File: src/hw/csc_pkg.sv
// constants and types shared by the sideband control block
package csc_pkg;
   localparam int          CSC_SYNC_STAGES    = 2;       // depth of each input synchroniser
   localparam int          CSC_RESET_RELEASE  = 2;       // bus clocks allowed to release outputs
   localparam logic        CSC_LAPIC_EN_RST   = 1'b1;    // local interrupt controller on after reset
   localparam logic        CSC_NATIVE_FPU_RST = 1'b0;    // native numeric error mode off after reset
   localparam logic [1:0]  CSC_SNOOP_IDLE     = 2'h0;    // hit / modified both idle
   localparam logic [1:0]  CSC_SNOOP_STALL    = 2'h3;    // hit and modified together
   localparam logic [1:0]  CSC_SNOOP_HIT      = 2'h1;    // clean hit
   localparam logic [1:0]  CSC_SNOOP_SNOOP_MODIFIED_RESULT     = 2'h2;    // modified hit
   localparam int          CSC_LINT_MASKABLE  = 0;       // pin position of maskable request
   localparam int          CSC_LINT_NONMASK   = 1;       // pin position of nonmaskable request

   // lock sequencer states
   typedef enum logic [2:0] {
      CSC_LK_IDLE = 3'b001,
      CSC_LK_HOLD = 3'b010,
      CSC_LK_DONE = 3'b100
   } csc_lock_t;
endpackage

File: src/hw/csc_sync.sv
// two-stage synchroniser bank for asynchronous inputs
`timescale 1ns/1ps
`default_nettype none
module csc_sync
   import csc_pkg::*;
#(
   parameter int WIDTH = 1                   // number of bits synchronised
) (
   input  wire logic             clk_in,     // bus clock
   input  wire logic             rst_n_in,   // asynchronous reset, active low
   input  wire logic [WIDTH-1:0] async_in,   // raw asynchronous levels
   output logic      [WIDTH-1:0] sync_out    // levels retimed to the bus clock
);
   // state: first and second flop stages
   typedef struct packed {
      logic [WIDTH-1:0] meta;                // first stage, read only by the second
      logic [WIDTH-1:0] stab;                // second stage, safe to use
   } csc_sync_t;

   csc_sync_t st_reg;
   csc_sync_t st_next;

   // next state: shift the raw level in
   always_comb begin
      st_next      = st_reg;
      st_next.meta = async_in;
      st_next.stab = st_reg.meta;
   end

   // register state, cleared under reset
   always_ff @(posedge clk_in or negedge rst_n_in) begin
      if (!rst_n_in) begin
         st_reg <= '0;
      end else begin
         st_reg <= st_next;
      end
   end

   assign sync_out = st_reg.stab;
endmodule
`default_nettype wire

File: src/hw/csc_top.sv
// sideband control and status logic of the processor bus interface
`timescale 1ns/1ps
`default_nettype none
// Operation
// - both snoop lines together mean stall
// - internal error raises fault indicator and halt
// - fault held until reset, restart or init
// - ignore input active: skip pending numeric error
// - ignore inactive: pending error raises exception
// - native numeric mode disables ignore input
// - soft init resets integers, restarts at vector
// - snoops keep being serviced during soft init
// - init at reset release requests self-test
// - controller off: pins become maskable, nonmaskable
// - local interrupt controller enabled after reset
// - lock held first start to last end
// - outputs released within two clocks of reset
module csc_top
   import csc_pkg::*;
(
   input  wire logic       clk_in,                  // bus clock, 25 MHz
   input  wire logic       rst_n_in,                // hard reset, asynchronous, active low
   // snoop result lines, active low on the wire, open drain
   input  wire logic       snoop_hit_n_in,          // hit line level seen on the bus
   input  wire logic       snoop_modified_result_n_in, // modified line level seen on the bus
   input  wire logic       snoop_req_in,            // core asks to drive a snoop result
   input  wire logic [1:0] snoop_result_in,         // result code from the core
   output logic            snoop_hit_oe_out,        // pull hit line low
   output logic            snoop_modified_result_oe_out, // pull modified line low
   output logic            snoop_stall_seen_out,    // some agent signals snoop stall
   output logic            snoop_service_out,       // snoop logic is active
   // fault reporting
   input  wire logic       internal_error_in,       // core detected an internal error
   input  wire logic       bus_restart_n_in,        // bus restart input, active low
   output logic            fault_indicator_n_out,   // fault indicator, active low
   output logic            halt_on_fault_cycle_out, // one-cycle request for a halt cycle
   // numeric error control
   input  wire logic       numeric_fault_ignore_n_in, // ignore numeric error, active low, async
   input  wire logic       fpu_error_native_mode_in, // native mode bit of control_reg_zero
   input  wire logic       fpu_error_pending_in,    // earlier fp instruction faulted
   input  wire logic       fpu_noncontrol_op_in,    // noncontrol fp instruction issued
   output logic            fpu_exception_out,       // raise numeric exception, one cycle
   output logic            fpu_continue_out,        // proceed with the instruction, one cycle
   // soft initialisation and self-test
   input  wire logic       soft_init_n_in,          // soft init, active low, async
   output logic            int_reg_reset_out,       // clear integer registers, one cycle
   output logic            vector_restart_out,      // fetch from reset vector, one cycle
   output logic            self_test_req_out,       // run built-in self-test, one cycle
   // local interrupt pins
   input  wire logic [1:0] local_irq_pins_in,       // local interrupt pins, async
   input  wire logic       lapic_disable_in,        // software turns controller off
   output logic            lapic_enabled_out,       // controller currently on
   output logic [1:0]      local_irq_out,           // pins routed to the controller
   output logic            maskable_irq_req_out,    // maskable request, controller off
   output logic            nonmask_irq_out,         // nonmaskable request, controller off
   // locked sequences
   input  wire logic       lock_start_in,           // first transaction of locked run begins
   input  wire logic       lock_last_end_in,        // last transaction of locked run ends
   input  wire logic       priority_agent_request_n_in, // priority agent request, active low
   output logic            atomic_lock_n_out,       // atomic sequence, active low
   output logic            priority_grant_ok_out    // priority agent may take the bus
);
   // all block state
   typedef struct packed {
      logic      hit_oe;
      logic      snoop_modified_result_oe;
      logic      stall_seen;
      logic      snoop_svc;
      logic      fault;
      logic      halt;
      logic      fexc;
      logic      fcont;
      logic      int_rst;
      logic      vec_rst;
      logic      bist;
      logic      init_prev;                    // last synchronised soft init level
      logic      first;                        // strap window still open after reset release
      logic [1:0] strap_cnt;                   // cycles since release, until synchroniser filled
      logic      fault_n;                      // registered copy of the fault pin level
      logic      lock_n;                       // registered copy of the lock pin level
      logic      lapic_en;
      logic [1:0] lirq;
      logic      mirq;
      logic      nmi;
      csc_lock_t lock_st;
      logic      grant_ok;
   } csc_state_t;

   csc_state_t st_reg;
   csc_state_t st_next;

   logic       ignore_act;                     // ignore numeric error, high true
   logic       init_act;                       // soft init, high true
   logic [1:0] lint_s;                         // synchronised interrupt pins

   // asynchronous levels retimed before any use
   csc_sync #(
      .WIDTH (4)
   ) u_sync (
      .clk_in   (clk_in),
      .rst_n_in (rst_n_in),
      .async_in ({local_irq_pins_in, ~soft_init_n_in, ~numeric_fault_ignore_n_in}),
      .sync_out ({lint_s, init_act, ignore_act})
   );

   // next-state logic for every sideband function
   always_comb begin
      st_next = st_reg;
      // snoop: drive a result or a stall, watch the bus for a stall
      st_next.hit_oe  = snoop_req_in && snoop_result_in[0];
      st_next.snoop_modified_result_oe = snoop_req_in && snoop_result_in[1];
      st_next.stall_seen = !snoop_hit_n_in && !snoop_modified_result_n_in;
      // snoop logic stays up even while soft init holds the core
      st_next.snoop_svc = 1'b1;
      // fault indicator: set wins over any clear in the same cycle
      if (internal_error_in) begin
         st_next.fault = 1'b1;
      end else if (!bus_restart_n_in || init_act) begin
         st_next.fault = 1'b0;
      end
      // halt cycle issued once on the rising edge of the fault
      st_next.halt = internal_error_in && !st_reg.fault;
      // numeric error handling, ignore input gated off in native mode
      st_next.fexc  = 1'b0;
      st_next.fcont = 1'b0;
      if (fpu_noncontrol_op_in) begin
         if (fpu_error_pending_in && (fpu_error_native_mode_in || !ignore_act)) begin
            st_next.fexc = 1'b1;
         end else begin
            st_next.fcont = 1'b1;
         end
      end
      // soft init: act on the asserting edge only, so a long init gives one restart
      st_next.init_prev = init_act;
      st_next.int_rst   = init_act && !st_reg.init_prev;
      st_next.vec_rst   = init_act && !st_reg.init_prev;
      // self-test strap: the synchroniser is cleared by reset, so the init level
      // only becomes visible once it has refilled; the strap is judged then, once
      if (st_reg.strap_cnt != 2'(CSC_SYNC_STAGES)) begin
         st_next.strap_cnt = st_reg.strap_cnt + 2'h1;
      end
      st_next.first = st_reg.first && (st_reg.strap_cnt != 2'(CSC_SYNC_STAGES));
      st_next.bist  = st_reg.first && (st_reg.strap_cnt == 2'(CSC_SYNC_STAGES))
                      && init_act;
      // local interrupt controller enable, software may turn it off
      st_next.lapic_en = !lapic_disable_in;
      if (st_reg.lapic_en) begin
         st_next.lirq = lint_s;
         st_next.mirq = 1'b0;
         st_next.nmi  = 1'b0;
      end else begin
         st_next.lirq = 2'h0;
         st_next.mirq = lint_s[CSC_LINT_MASKABLE];
         st_next.nmi  = lint_s[CSC_LINT_NONMASK];
      end
      // lock sequencer
      case (st_reg.lock_st)
         CSC_LK_IDLE: begin
            if (lock_start_in) begin
               st_next.lock_st = CSC_LK_HOLD;
            end
         end
         CSC_LK_HOLD: begin
            if (lock_last_end_in) begin
               st_next.lock_st = CSC_LK_DONE;
            end
         end
         CSC_LK_DONE: begin
            st_next.lock_st = CSC_LK_IDLE;
         end
         default: begin
            st_next.lock_st = CSC_LK_IDLE;
         end
      endcase
      // priority agent only proceeds while no lock is held
      st_next.grant_ok = !priority_agent_request_n_in
                         && (st_next.lock_st != CSC_LK_HOLD);
      // pin levels kept in flops so the active-low outputs need no gate
      st_next.lock_n  = (st_next.lock_st != CSC_LK_HOLD);
      st_next.fault_n = !st_next.fault;
   end

   // register state; reset clears every driver at once, well inside two clocks
   always_ff @(posedge clk_in or negedge rst_n_in) begin
      if (!rst_n_in) begin
         st_reg          <= '0;
         st_reg.first    <= 1'b1;
         st_reg.lapic_en <= CSC_LAPIC_EN_RST;
         st_reg.lock_st  <= CSC_LK_IDLE;
         st_reg.lock_n   <= 1'b1;
         st_reg.fault_n  <= 1'b1;
      end else begin
         st_reg <= st_next;
      end
   end

   // outputs, straight from flops
   assign snoop_hit_oe_out             = st_reg.hit_oe;
   assign snoop_modified_result_oe_out = st_reg.snoop_modified_result_oe;
   assign snoop_stall_seen_out         = st_reg.stall_seen;
   assign snoop_service_out            = st_reg.snoop_svc;
   assign fault_indicator_n_out        = st_reg.fault_n;
   assign halt_on_fault_cycle_out      = st_reg.halt;
   assign fpu_exception_out            = st_reg.fexc;
   assign fpu_continue_out             = st_reg.fcont;
   assign int_reg_reset_out            = st_reg.int_rst;
   assign vector_restart_out           = st_reg.vec_rst;
   assign self_test_req_out            = st_reg.bist;
   assign lapic_enabled_out            = st_reg.lapic_en;
   assign local_irq_out                = st_reg.lirq;
   assign maskable_irq_req_out         = st_reg.mirq;
   assign nonmask_irq_out              = st_reg.nmi;
   assign atomic_lock_n_out            = st_reg.lock_n;
   assign priority_grant_ok_out        = st_reg.grant_ok;
endmodule
`default_nettype wire

File: config.mk
export PLATFORM = sky130hd
export DESIGN_NAME = csc_top
export DESIGN_NICKNAME = d
export VERILOG_FILES = /design/src/hw/csc_pkg.sv /design/src/hw/csc_sync.sv /design/src/hw/csc_top.sv
export SDC_FILE = /design/constraint.sdc
export NUM_CORES = 1
export LEC_CHECK = 0
export BUFFER_PORTS_ARGS = -buffer_cell sky130_fd_sc_hd__buf_2
export CORE_UTILIZATION = 35
export DETAILED_ROUTE_END_ITERATION = 7
export GPL_TIMING_DRIVEN = 0
export MAX_ROUTING_LAYER = met4
export PLACE_DENSITY = 0.69
export SLEW_MARGIN = 10
export SYNTH_ARGS = -nofsm -noshare
export SYNTH_HDL_FRONTEND = slang
export SYNTH_SLANG_ARGS = --single-unit
File: constraint.sdc
create_clock -name clk_in -period 1.3 [get_ports clk_in]
set_input_delay 0.195 -clock clk_in [delete_from_list [all_inputs] [get_ports clk_in]]
set_output_delay 0.195 -clock clk_in [all_outputs]
set_load 0.02 [all_outputs]
=== Yosys cells after proc, flatten, opt, wreduce, memory -nomap -nowiden ===
Index checks and enable logic that the tools add are counted.

* Add/subtract/negate cells: 1
* Equal/unequal tests: 5
* Multiplexer cells: 9
* Bitwise operators: 2
* Reduce and logical (&&, ||, !) cells: 21

{| class="wikitable"
|+ Operators by type and width
! cell !! number
|-
| logical AND 1 bit || 10
|-
| logical NOT 1 bit || 9
|-
| two-way mux 3 bit || 2
|-
| one-hot mux 3 bit (2 select lines) || 1
|-
| two-way mux 1 bit || 4
|-
| two-way mux 4 bit || 1
|-
| == test 3 x 1 -> 1 bit (second input constant) || 1
|-
| == test 3 x 2 -> 1 bit (second input constant) || 1
|-
| != test 3 x 2 -> 1 bit (second input constant) || 1
|-
| adder 2 x 1 -> 2 bit (second input constant) || 1
|-
| == test 2 bit (second input constant) || 1
|-
| logical OR 1 bit || 2
|-
| two-way mux 2 bit || 1
|-
| != test 2 bit (second input constant) || 1
|-
| inverter 1 bit || 2
|}

* Register bits: 33
* Input port bits: 20
* Output and inout port bits: 18
* Logic and storage cells: 61

=== Depth between registers and ports, before layout ===
Gate-level depths: netlist of the first run.

* Word-level depth: 5
* Mapped depth: 3
* Mapped depth without buffers: 3

=== By module ===
From an unflattened synthesis of the first run, not the netlist that was laid out.

* Cell total of the unflattened synthesis: 71
* Area, all modules: 1082.3 µm²

{| class="wikitable"
|+ Modules (own cells, without submodules)
! module !! instances !! cells each !! area each (µm²) !! sequential area each (µm²)
|-
| csc_top || 1 || 63 || 882.1 || 631.9
|-
| csc_sync || 1 || 8 || 200.2 || 200.2
|}

=== Least setup slack after synthesis of the first run ===
OpenSTA, ideal clock, no wires.

* Path type: reg-to-reg
* Start point: register st_reg[1] in the netlist's numbering
* End point: register st_reg (netlist bit priority_grant_ok_out)
* Setup time: 0.131 ns
* Data arrival time: 0.802 ns
* Data required time: 1.169 ns
* Path slack: 0.368 ns
* Cell stages (with the launch flop): 3
* Buffers on the path: 0
* Period minus slack after synthesis: 0.932 ns
* Cell sequence: dfstp_2 -> and4bb_4 -> nor3_1

{| class="wikitable"
|+ RTL lines
! element !! line !! text
|-
| start, declared || csc_top.sv:89 || <nowiki>csc_state_t st_reg;</nowiki>
|-
| start signal, assigned || csc_top.sv:193 || <nowiki>st_reg <= st_next;</nowiki>
|}

=== Worst setup path in the final report of the first run ===
* Start point: register st_reg (netlist bit lapic_enabled_out)
* End point: output lapic_enabled_out

{| class="wikitable"
|+ RTL lines
! element !! line !! text
|-
| end, declared || csc_top.sv:52 || <nowiki>output logic lapic_enabled_out,</nowiki>
|}

No word-level cell between the ends.

==> results of run 1 <==
[synth_stat cells]
master    instances  area, um^2
xnor2_1           1       8.760
nor2b_1           4       25.02
nand3b_1          1       7.510
buf_4             3       22.52
a31o_2            1       8.760
and2_1            4       25.02
dfrtp_1          28       700.7
nor2_1            3       11.26
nor3_1            1       5.000
a21o_2            1       8.760
dfstp_2           5       131.4
or2_1             1       6.260
nor3b_1           1       7.510
inv_1             6       22.52
a31oi_1           1       6.260
nor4b_2           1       15.01
a21boi_0          1       7.510
nand2b_1          2       12.51
and3_1            2       12.51
and4bb_4          1       16.27
conb_1            1       3.750
mux2i_1           1       10.01
ha_1              1       12.51
[path summary, 6_finish.rpt]
path,from,end,slack [ns],cells past startpoint
max in group asynchronous,rst_n_in,u_sync.st_next[2]$_DFF_PN0_,0.42,2
worst max-delay path,lapic_enabled_out$_DFF_PN1_,lapic_enabled_out,0.07,1
min in group asynchronous,rst_n_in,snoop_stall_seen_out$_DFF_PN0_,0.44,2
worst max register to register,st_reg[3]$_DFF_PN0_,priority_grant_ok_out$_DFF_PN0_,0.28,2
worst min register to register,u_sync.st_next[0]$_DFF_PN0_,u_sync.sync_out[0]$_DFF_PN0_,0.36,0
worst min-delay path,bus_restart_n_in,fault_indicator_n_out$_DFF_PN1_,0.04,2
[per-stage QoR]
| stage | instances | setup WS [ns] | hold WS [ns] |
|---|---|---|---|
| 3_3_place_gp | 139 | 0.3431 | 0.2657 |
| 4_1_cts | 156 | 0.02897 | 0.002096 |
| 5_1_grt | 157 | 0.003415 | 0.02793 |
| 2_1_floorplan | 71 | 0.3678 | -0.1006 |
| 3_5_place_dp | 139 | 0.3191 | 0.2772 |
| 6_report | 157 | 0.06560 | 0.04215 |
[where the power goes]
| group | internal, mW | total (mW) | switching, mW |
|---|---|---|---|
| logic | 0.158 | 0.310 | 0.152 |
| registers | 1.14 | 1.19 | 0.0508 |
| clock network | 0.206 | 0.525 | 0.319 |
| total | 1.50 | 2.03 | 0.522 |
[layout make-up]
cell class / instances / share of cell area
Tap cell: 31 / 0.02652
Clock inverter: 2 / 0.006843
Clock buffer: 6 / 0.02823
Multi-Input combinational cell: 29 / 0.1437
Buffer: 3 / 0.01540
Inverter: 6 / 0.01540
Timing Repair Buffer: 47 / 0.1950
Sequential cell: 33 / 0.5689
[kinds of logic (layout without fill, tap and decap cells)]
family          after synthesis  in the layout  synth area share
compound gates                4              4           0.02878
xor+xnor                      1              1          0.008057
fa+ha+maj                     1              1           0.01151
buf+inv                       9             64           0.04142
flops                        33             33            0.7652
mux                           1              1          0.009206
other cells                   1              1          0.003449
simple gates                 21             21            0.1323
[what timing repair did]
action / CTS / global route
hold buffers: 9 / 1
resized for setup: 0 / 0
hold endpoints to repair: 35 / 1
[routing by layer]
layer | share of wire | GRT usage | vias up
li1 | - | - | 330
met1 | 0.39 | 0.1106 | 328
met2 | 0.50 | 0.2010 | 33
met3 | 0.082 | 0.04688 | 5
met4 | 0.027 | 0.09184 | 0
met5 | 0 | - | -
==> impl_metrics.py, run 1 <==
metrics = {
    "global_route": {
        "grt_pass1_wl_um": 2766,
        "grt_max_degree": 34,
        "track_usage": 0.1207,
        "grt_antenna_before_repair": 0,
        "grt.overflow.total": 0,
        "grt_pass1_vias": 716,
    },
    "placed_design": {
        "post_dp_cell_area_mm2": 0.001311,
        "place_congestion": 0.6614,
        "hpwl_um": 1074,
        "port_buffers": 37,
    },
    "worst_setup_path": {
        "path_delay_family": "flip-flops",
        "cp-end-kind": "output port",
        "cp_slowest_cell": "dfstp_2",
        "cp.arrival_ns": 1.04,
        "worstPathRequired_ns": 1.11,
        "worstPathCellList": "buf_2",
        "max_stage_delay_ns": 0.56,
        "start_kind": "flop",
        "path_class": "reg2out",
        "path_max_fanout": 5,
        "path_buf_inv": 1,
    },
    "route": {
        "ant_nets": 0,
        "firstDrtPassIters": 5,
        "routed_wl_um": 1672,
        "viasPerCell": 4.433,
        "drc": 3,
        "drt-initial-drc-count": 8,
        "wl_per_cell_um": 10.65,
        "vias": 696,
    },
    "clock_network": {
        "clkTransAtPathRegs_ns": 0.10,
        "clkLatencyLatePin_ns": 0.32,
        "cts_root_buffer": "clkbuf_4",
        "cts_tree": "done",
        "cts_made_buffers": 5,
        "post_cts_buffers": 0,
        "clkSinkCount": 33,
        "cts_max_path_buffers": 2,
        "cts_max_level": 2,
    },
    "synth": {
        "syn_inst": 71,
        "synth_area_per_cell_um2": 15.31,
        "syn-num-nets": 92,
        "synthesis.area_mm2": 0.001087,
        "synth_seq_cells": 33,
        "yosysSeqAreaShare": 0.7652,
        "synth_cell_types": 23,
        "yosys_warnings": 0,
    },
    "status": {
        "violations": "design-rule violations",
        "status": "finished with violations",
    },
    "power": {
        "cellLeakagePower_nw": 0.7638,
        "total_power_mw": 2.027,
        "cellPowerDensity_mw_per_mm2": 1386,
        "peakVddDrop_v": 0.0007268,
    },
    "timing": {
        "finalCritPeriodShare": 0.9495,
        "slew_headroom": 0.5472,
        "skew_ns": 0.006001,
        "worst_pin_slew_ns": 0.6793,
        "setup_viol": 0,
        "hold_viol": 0,
        "slew_viol_final": 0,
        "clock.fmax_mhz": 810.1,
        "rsz0062_at_grt": "no",
        "min_period_ns": 1.234,
        "tns_ns": 0,
    },
    "finish": {
        "area_growth_pct": 34.52,
        "n_antenna_cell": 0,
        "postLayoutCoreUtil": 0.5127,
        "regArea_um2": 832.0,
        "largest_reg_flops": 8,
        "final_nets": 146,
        "multi_input_area_um2": 210.2,
        "final_area_mm2": 0.001463,
        "drive_gt1_frac": 0.4444,
        "final_cell_mix": "buf_2 (37), dfrtp_1 (28), dlygate4sd3_1 (10), inv_1 (6)",
        "layout_commonest_cell": "buf_2",
        "n_fill_cell": 255,
    },
    "die": {
        "row_count": 19,
        "fp.dieW_um": 57.74,
        "core_mm2": 0.002853,
        "pin_count": 38,
        "die_h_um": 57.74,
        "die_area_mm2": 0.003333,
        "initial_core_util": 0.3811,
    },
    "run": {
        "timing.max_cap.violations": 0,
    },
    "hold_path": {
        "hold_class": "in2reg",
    },
}
(Power assumes the default switching activity.)
==> run 2, diff against run 1 <==
--- a/config.mk
+++ b/config.mk
@@ -6,11 +6,11 @@
 export NUM_CORES = 1
 export LEC_CHECK = 0
 export BUFFER_PORTS_ARGS = -buffer_cell sky130_fd_sc_hd__buf_2
-export CORE_UTILIZATION = 35
+export CORE_UTILIZATION = 47
 export DETAILED_ROUTE_END_ITERATION = 7
 export GPL_TIMING_DRIVEN = 0
 export MAX_ROUTING_LAYER = met4
-export PLACE_DENSITY = 0.69
+export PLACE_DENSITY = 0.86
 export SLEW_MARGIN = 10
 export SYNTH_ARGS = -nofsm -noshare
 export SYNTH_HDL_FRONTEND = slang
==> run 2 against run 1 <==
Net effect:
- the flow now finishes without violations
- first-iteration DRC count is the same
- global-route usage is 7.6 points higher
- non-clock buffer count is 3 lower
- via count decreased by 1.7%
- critical path type is now in2reg
- highest routed layer unchanged
==> impl_metrics.py, run 2 (synthesized netlist as in run 1, its figures left out) <==
metrics = {
    "status": {
        "status": "completed",
    },
    "worst_setup_path": {
        "max_stage_delay_ns": 0.59,
        "path_delay_family": "buffers and inverters",
        "cp.arrival_ns": 1.55,
        "worstPathCellList": "dlygate4sd3_1, buf_2, nor2_1, dlygate4sd3_1",
        "path_buf_inv": 3,
        "cp-end-kind": "flop",
        "path_class": "in2reg",
        "worstPathRequired_ns": 1.56,
        "path_max_fanout": 1,
        "crit_top_cell": "dlygate4sd3_1",
        "rrSetupSlack_ns": 0.30,
        "start_kind": "input pin",
        "cp_slowest_cell": "dlygate4sd3_1",
    },
    "placed_design": {
        "port_buffers": 37,
        "dpl.cell_count": 136,
        "hpwl_um": 1257,
        "place_congestion": 0.6834,
        "post_dp_cell_area_mm2": 0.001308,
    },
    "timing": {
        "clock.fmax_mhz": 772.7,
        "slew_headroom": 0.5408,
        "finalCritPeriodShare": 0.9956,
        "tns_ns": 0,
        "hold_viol": 0,
        "worst_pin_slew_ns": 0.6888,
        "min_period_ns": 1.294,
        "slew_viol_final": 0,
        "skew_ns": 0.009147,
        "setup_viol": 0,
        "rsz0062_at_grt": "no",
    },
    "finish": {
        "n_antenna_cell": 0,
        "regArea_um2": 832.0,
        "final_cell_mix": "buf_2 (37), dfrtp_1 (28), dlygate4sd3_1 (7), inv_1 (6)",
        "final_area_mm2": 0.001436,
        "area_growth_pct": 32.11,
        "n_fill_cell": 166,
        "final_nets": 143,
        "largest_reg_flops": 8,
        "drive_gt1_frac": 0.4472,
        "layout_commonest_cell": "buf_2",
        "layout.cells.non_filler": 151,
        "multi_input_area_um2": 210.2,
    },
    "power": {
        "cellPowerDensity_mw_per_mm2": 1439,
        "peakVddDrop_v": 0.001106,
        "cellLeakagePower_nw": 0.7519,
    },
    "clock_network": {
        "cts_max_path_buffers": 2,
        "cts_made_buffers": 5,
        "cts_root_buffer": "clkbuf_4",
        "clkLatencyLatePin_ns": 0.32,
        "clkTransAtPathRegs_ns": 0.09,
        "cts_resized": 0,
        "post_cts_buffers": 0,
        "clkSinkCount": 33,
        "cts_max_level": 2,
        "cts_tree": "done",
    },
    "die": {
        "die_area_mm2": 0.002510,
        "core_mm2": 0.002191,
        "pin_count": 38,
        "row_count": 17,
        "die_h_um": 50.10,
        "fp.dieW_um": 50.10,
        "initial_core_util": 0.4963,
    },
    "route": {
        "wl_per_cell_um": 12.70,
        "routed_wl_um": 1917,
        "firstDrtPassIters": 4,
        "ant_nets": 0,
        "drc": 0,
        "vias": 684,
        "drt-initial-drc-count": 8,
        "viasPerCell": 4.530,
    },
    "global_route": {
        "grt.overflow.total": 0,
        "track_usage": 0.1965,
        "grt_antenna_before_repair": 0,
        "grt_max_degree": 34,
        "grt_pass1_wl_um": 3312,
        "grt_pass1_vias": 780,
    },
    "hold_path": {
        "hold_class": "in2reg",
    },
    "run": {
        "timing.max_cap.violations": 0,
    },
}
run 2: changes by cell type in the layout (fill, tap and decap cells not counted):
cell | previous run | this run
dlygate4sd3_1 | 10 | 7
clkinv_2 | 2 | 0
clkbuf_1 | 1 | 2
clkbuf_8 | 0 | 1
run 2: through the flow:
step	total power [mW]	hold WS (ns)	util	worst slack, ns
after global placement	1.487	0.2555	0.5968	0.3380
after global routing	2.181	0.01281	0.6556	0.01296
final	2.068	0.02007	0.6556	0.005780
after CTS	2.097	0.005339	0.6556	0.03752
after detailed placement	1.507	0.2772	0.5968	0.3118
after floorplan	1.383	-0.1006	-	0.3678
run 2: final timing paths:
path	from	to	depth (start not counted)
worst max-delay path	snoop_hit_n_in	snoop_stall_seen_out$_DFF_PN0_	4
worst min-delay path	internal_error_in	fault_indicator_n_out$_DFF_PN1_	2
worst max register to register	st_reg[1]$_DFF_PN1_	priority_grant_ok_out$_DFF_PN0_	2
worst min register to register	u_sync.st_next[1]$_DFF_PN0_	u_sync.sync_out[1]$_DFF_PN0_	0
max in group asynchronous	rst_n_in	u_sync.st_next[0]$_DFF_PN0_	2
min in group asynchronous	rst_n_in	u_sync.st_next[2]$_DFF_PN0_	2
run 2: power by group:
part           internal, mW  switching (mW)  leakage, nW  total (mW)
logic                 0.152           0.160        0.322       0.313
registers              1.14          0.0532        0.398        1.19
clock network         0.267           0.294       0.0326       0.560
run 2: timing repair:
action	in CTS	in global routing
endpoints found under the setup margin	0	0
endpoints found under the hold margin	33	0
hold buffers	7	0
run 2: per-layer routing:
layer	routed length [um]	share of wire	GRT usage	up-vias
li1	-	-	-	322
met1	621	0.32	0.1722	321
met2	1133	0.59	0.3600	35
met3	116	0.061	0.07099	6
met4	46	0.024	0.09524	0
met5	0	0	-	-
run 2: area by class of cell:
cell class	count	area share
clock buffers	8	0.04094
flip-flops and latches	33	0.5793
inverters	6	0.01568
well taps	28	0.02439
plain buffers	3	0.01568
repair buffers	44	0.1777
multi-input cells	29	0.1463
==> run 3, diff against run 2 <==
--- a/config.mk
+++ b/config.mk
@@ -9,7 +9,6 @@
 export CORE_UTILIZATION = 47
 export DETAILED_ROUTE_END_ITERATION = 7
 export GPL_TIMING_DRIVEN = 0
-export MAX_ROUTING_LAYER = met4
 export PLACE_DENSITY = 0.86
 export SLEW_MARGIN = 10
 export SYNTH_ARGS = -nofsm -noshare
==> run 3 against run 2 <==
Net effect:
- fmax hardly changed
- critical endpoint unchanged
- core utilization unchanged
- clock skew barely moved
- largest power group unchanged
- routed wire length fell by 0.42%
- critical path depth did not move
- clock power about the same
- total power hardly changed
- non-clock buffer count unchanged
- register-to-register slack about the same
==> impl_metrics.py, run 3 (synthesized netlist as in run 1, its figures left out) <==
metrics = {
    "status": {
        "status": "completed",
    },
    "timing": {
        "min_period_ns": 1.295,
        "hold_viol": 0,
        "tns_ns": 0,
        "slew_viol_final": 0,
        "setup_viol": 0,
        "clock.fmax_mhz": 772.1,
        "worst_pin_slew_ns": 0.6890,
        "rsz0062_at_grt": "no",
        "skew_ns": 0.009395,
        "finalCritPeriodShare": 0.9963,
        "slew_headroom": 0.5406,
    },
    "finish": {
        "drive_gt1_frac": 0.4472,
        "n_fill_cell": 166,
        "multi_input_area_um2": 210.2,
        "regArea_um2": 832.0,
        "n_antenna_cell": 0,
        "layout.cells.non_filler": 151,
        "area_growth_pct": 32.11,
        "final_area_mm2": 0.001436,
        "layout_commonest_cell": "buf_2",
        "final_nets": 143,
        "largest_reg_flops": 8,
        "postLayoutCoreUtil": 0.6556,
        "final_cell_mix": "buf_2 (37), dfrtp_1 (28), dlygate4sd3_1 (7), inv_1 (6)",
    },
    "placed_design": {
        "post_dp_cell_area_mm2": 0.001308,
        "hpwl_um": 1257,
        "port_buffers": 37,
        "place_congestion": 0.6767,
        "dpl.cell_count": 136,
    },
    "power": {
        "total_power_mw": 2.067,
        "cellPowerDensity_mw_per_mm2": 1439,
        "cellLeakagePower_nw": 0.7519,
        "peakVddDrop_v": 0.001102,
    },
    "global_route": {
        "grt.overflow.total": 0,
        "grt_pass1_vias": 777,
        "grt_antenna_before_repair": 0,
        "grt_pass1_wl_um": 3305,
        "grt_max_degree": 34,
        "track_usage": 0.1897,
    },
    "worst_setup_path": {
        "path_buf_inv": 3,
        "start_kind": "input pin",
        "cp.arrival_ns": 1.55,
        "max_stage_delay_ns": 0.59,
        "crit_top_cell": "dlygate4sd3_1",
        "cp-end-kind": "flop",
        "crit_start": "snoop_hit_n_in",
        "worstPathRequired_ns": 1.56,
        "rr_startpoint": "st_reg[3]$_DFF_PN0_",
        "reg2reg_to": "priority_grant_ok_out$_DFF_PN0_",
        "worstPathCellList": "dlygate4sd3_1, buf_2, nor2_1, dlygate4sd3_1",
        "rrSetupSlack_ns": 0.30,
        "endpoint": "snoop_stall_seen_out$_DFF_PN0_",
        "path_max_fanout": 1,
        "cp.depth": 4,
        "path_delay_family": "buffers and inverters",
        "r2r_cells": 2,
        "path_class": "in2reg",
        "cp_slowest_cell": "dlygate4sd3_1",
    },
    "route": {
        "drc": 0,
        "wl_per_cell_um": 12.64,
        "firstDrtPassIters": 4,
        "ant_nets": 0,
        "viasPerCell": 4.470,
        "vias": 675,
        "drt-initial-drc-count": 14,
        "routed_wl_um": 1909,
    },
    "clock_network": {
        "cts_max_level": 2,
        "cts_made_buffers": 5,
        "cts_resized": 0,
        "clkTransAtPathRegs_ns": 0.09,
        "clkSinkCount": 33,
        "cts_max_path_buffers": 2,
        "cts_tree": "done",
        "clkLatencyLatePin_ns": 0.32,
        "cts_root_buffer": "clkbuf_4",
    },
    "die": {
        "core_mm2": 0.002191,
        "die_h_um": 50.10,
        "pin_count": 38,
        "die_area_mm2": 0.002510,
        "initial_core_util": 0.4963,
        "row_count": 17,
        "fp.dieW_um": 50.10,
    },
    "hold_path": {
        "hold_class": "in2reg",
    },
    "run": {
        "timing.max_cap.violations": 0,
    },
}
## run 3: cell counts in the layout (fill, tap and decap cells not counted)
Identical to the previous run, type by type.
## run 3: power breakdown
part,internal (mW),leakage [nW],switching [mW],total (mW)
sequential,1.14,0.398,0.0531,1.19
clock,0.267,0.0326,0.293,0.560
combinational,0.152,0.322,0.160,0.313
## run 3: area by class of cell
cell class	count	share of cell area
buffer	3	0.01568
clock buffer	8	0.04094
tap	28	0.02439
timing repair buffer	44	0.1777
inverter	6	0.01568
multi-input combinational	29	0.1463
sequential	33	0.5793
## run 3: how the worst min path moves through the flow
stage	start	endpoint	slack [ns]	cells after the start
4_1_cts	internal_error_in	fault_indicator_n_out$_DFF_PN1_	0.005	2
3_3_place_gp	rst_n_in	local_irq_out[0]$_DFF_PN0_	0.26	1
5_1_grt	internal_error_in	fault_indicator_n_out$_DFF_PN1_	0.02	2
3_5_place_dp	rst_n_in	maskable_irq_req_out$_DFF_PN0_	0.28	1
6_report	internal_error_in	fault_indicator_n_out$_DFF_PN1_	0.02	2
2_1_floorplan	rst_n_in	fpu_continue_out$_DFF_PN0_	-0.10	0
## run 3: worst register-to-register path, stage by stage, from the launching register on
cell	delay (ns)
dfrtp_1	0.42
nor4b_2	0.37
nor3_1	0.09
## run 3: routing by layer
metal / share of wire / up-vias / GRT usage / routed length (um)
li1: - / 323 / - / -
met1: 0.33 / 314 / 0.1763 / 627
met2: 0.59 / 32 / 0.3578 / 1126
met3: 0.057 / 6 / 0.04321 / 108
met4: 0.024 / 0 / 0.1238 / 46
met5: 0 / - / 0 / 0
## run 3: through the flow
| stage | setup slack (ns) | hold slack, ns |
|---|---|---|
| global placement | 0.3380 | 0.2555 |
| detailed placement | 0.3118 | 0.2772 |
| finish | 0.004747 | 0.02138 |
| floorplan | 0.3678 | -0.1006 |
| global route | 0.005432 | 0.02035 |
| CTS | 0.03752 | 0.005339 |
## run 3: what timing repair did
action	CTS	global route
setup buffers	0	0
hold endpoints to repair	33	0
hold buffers	7	0
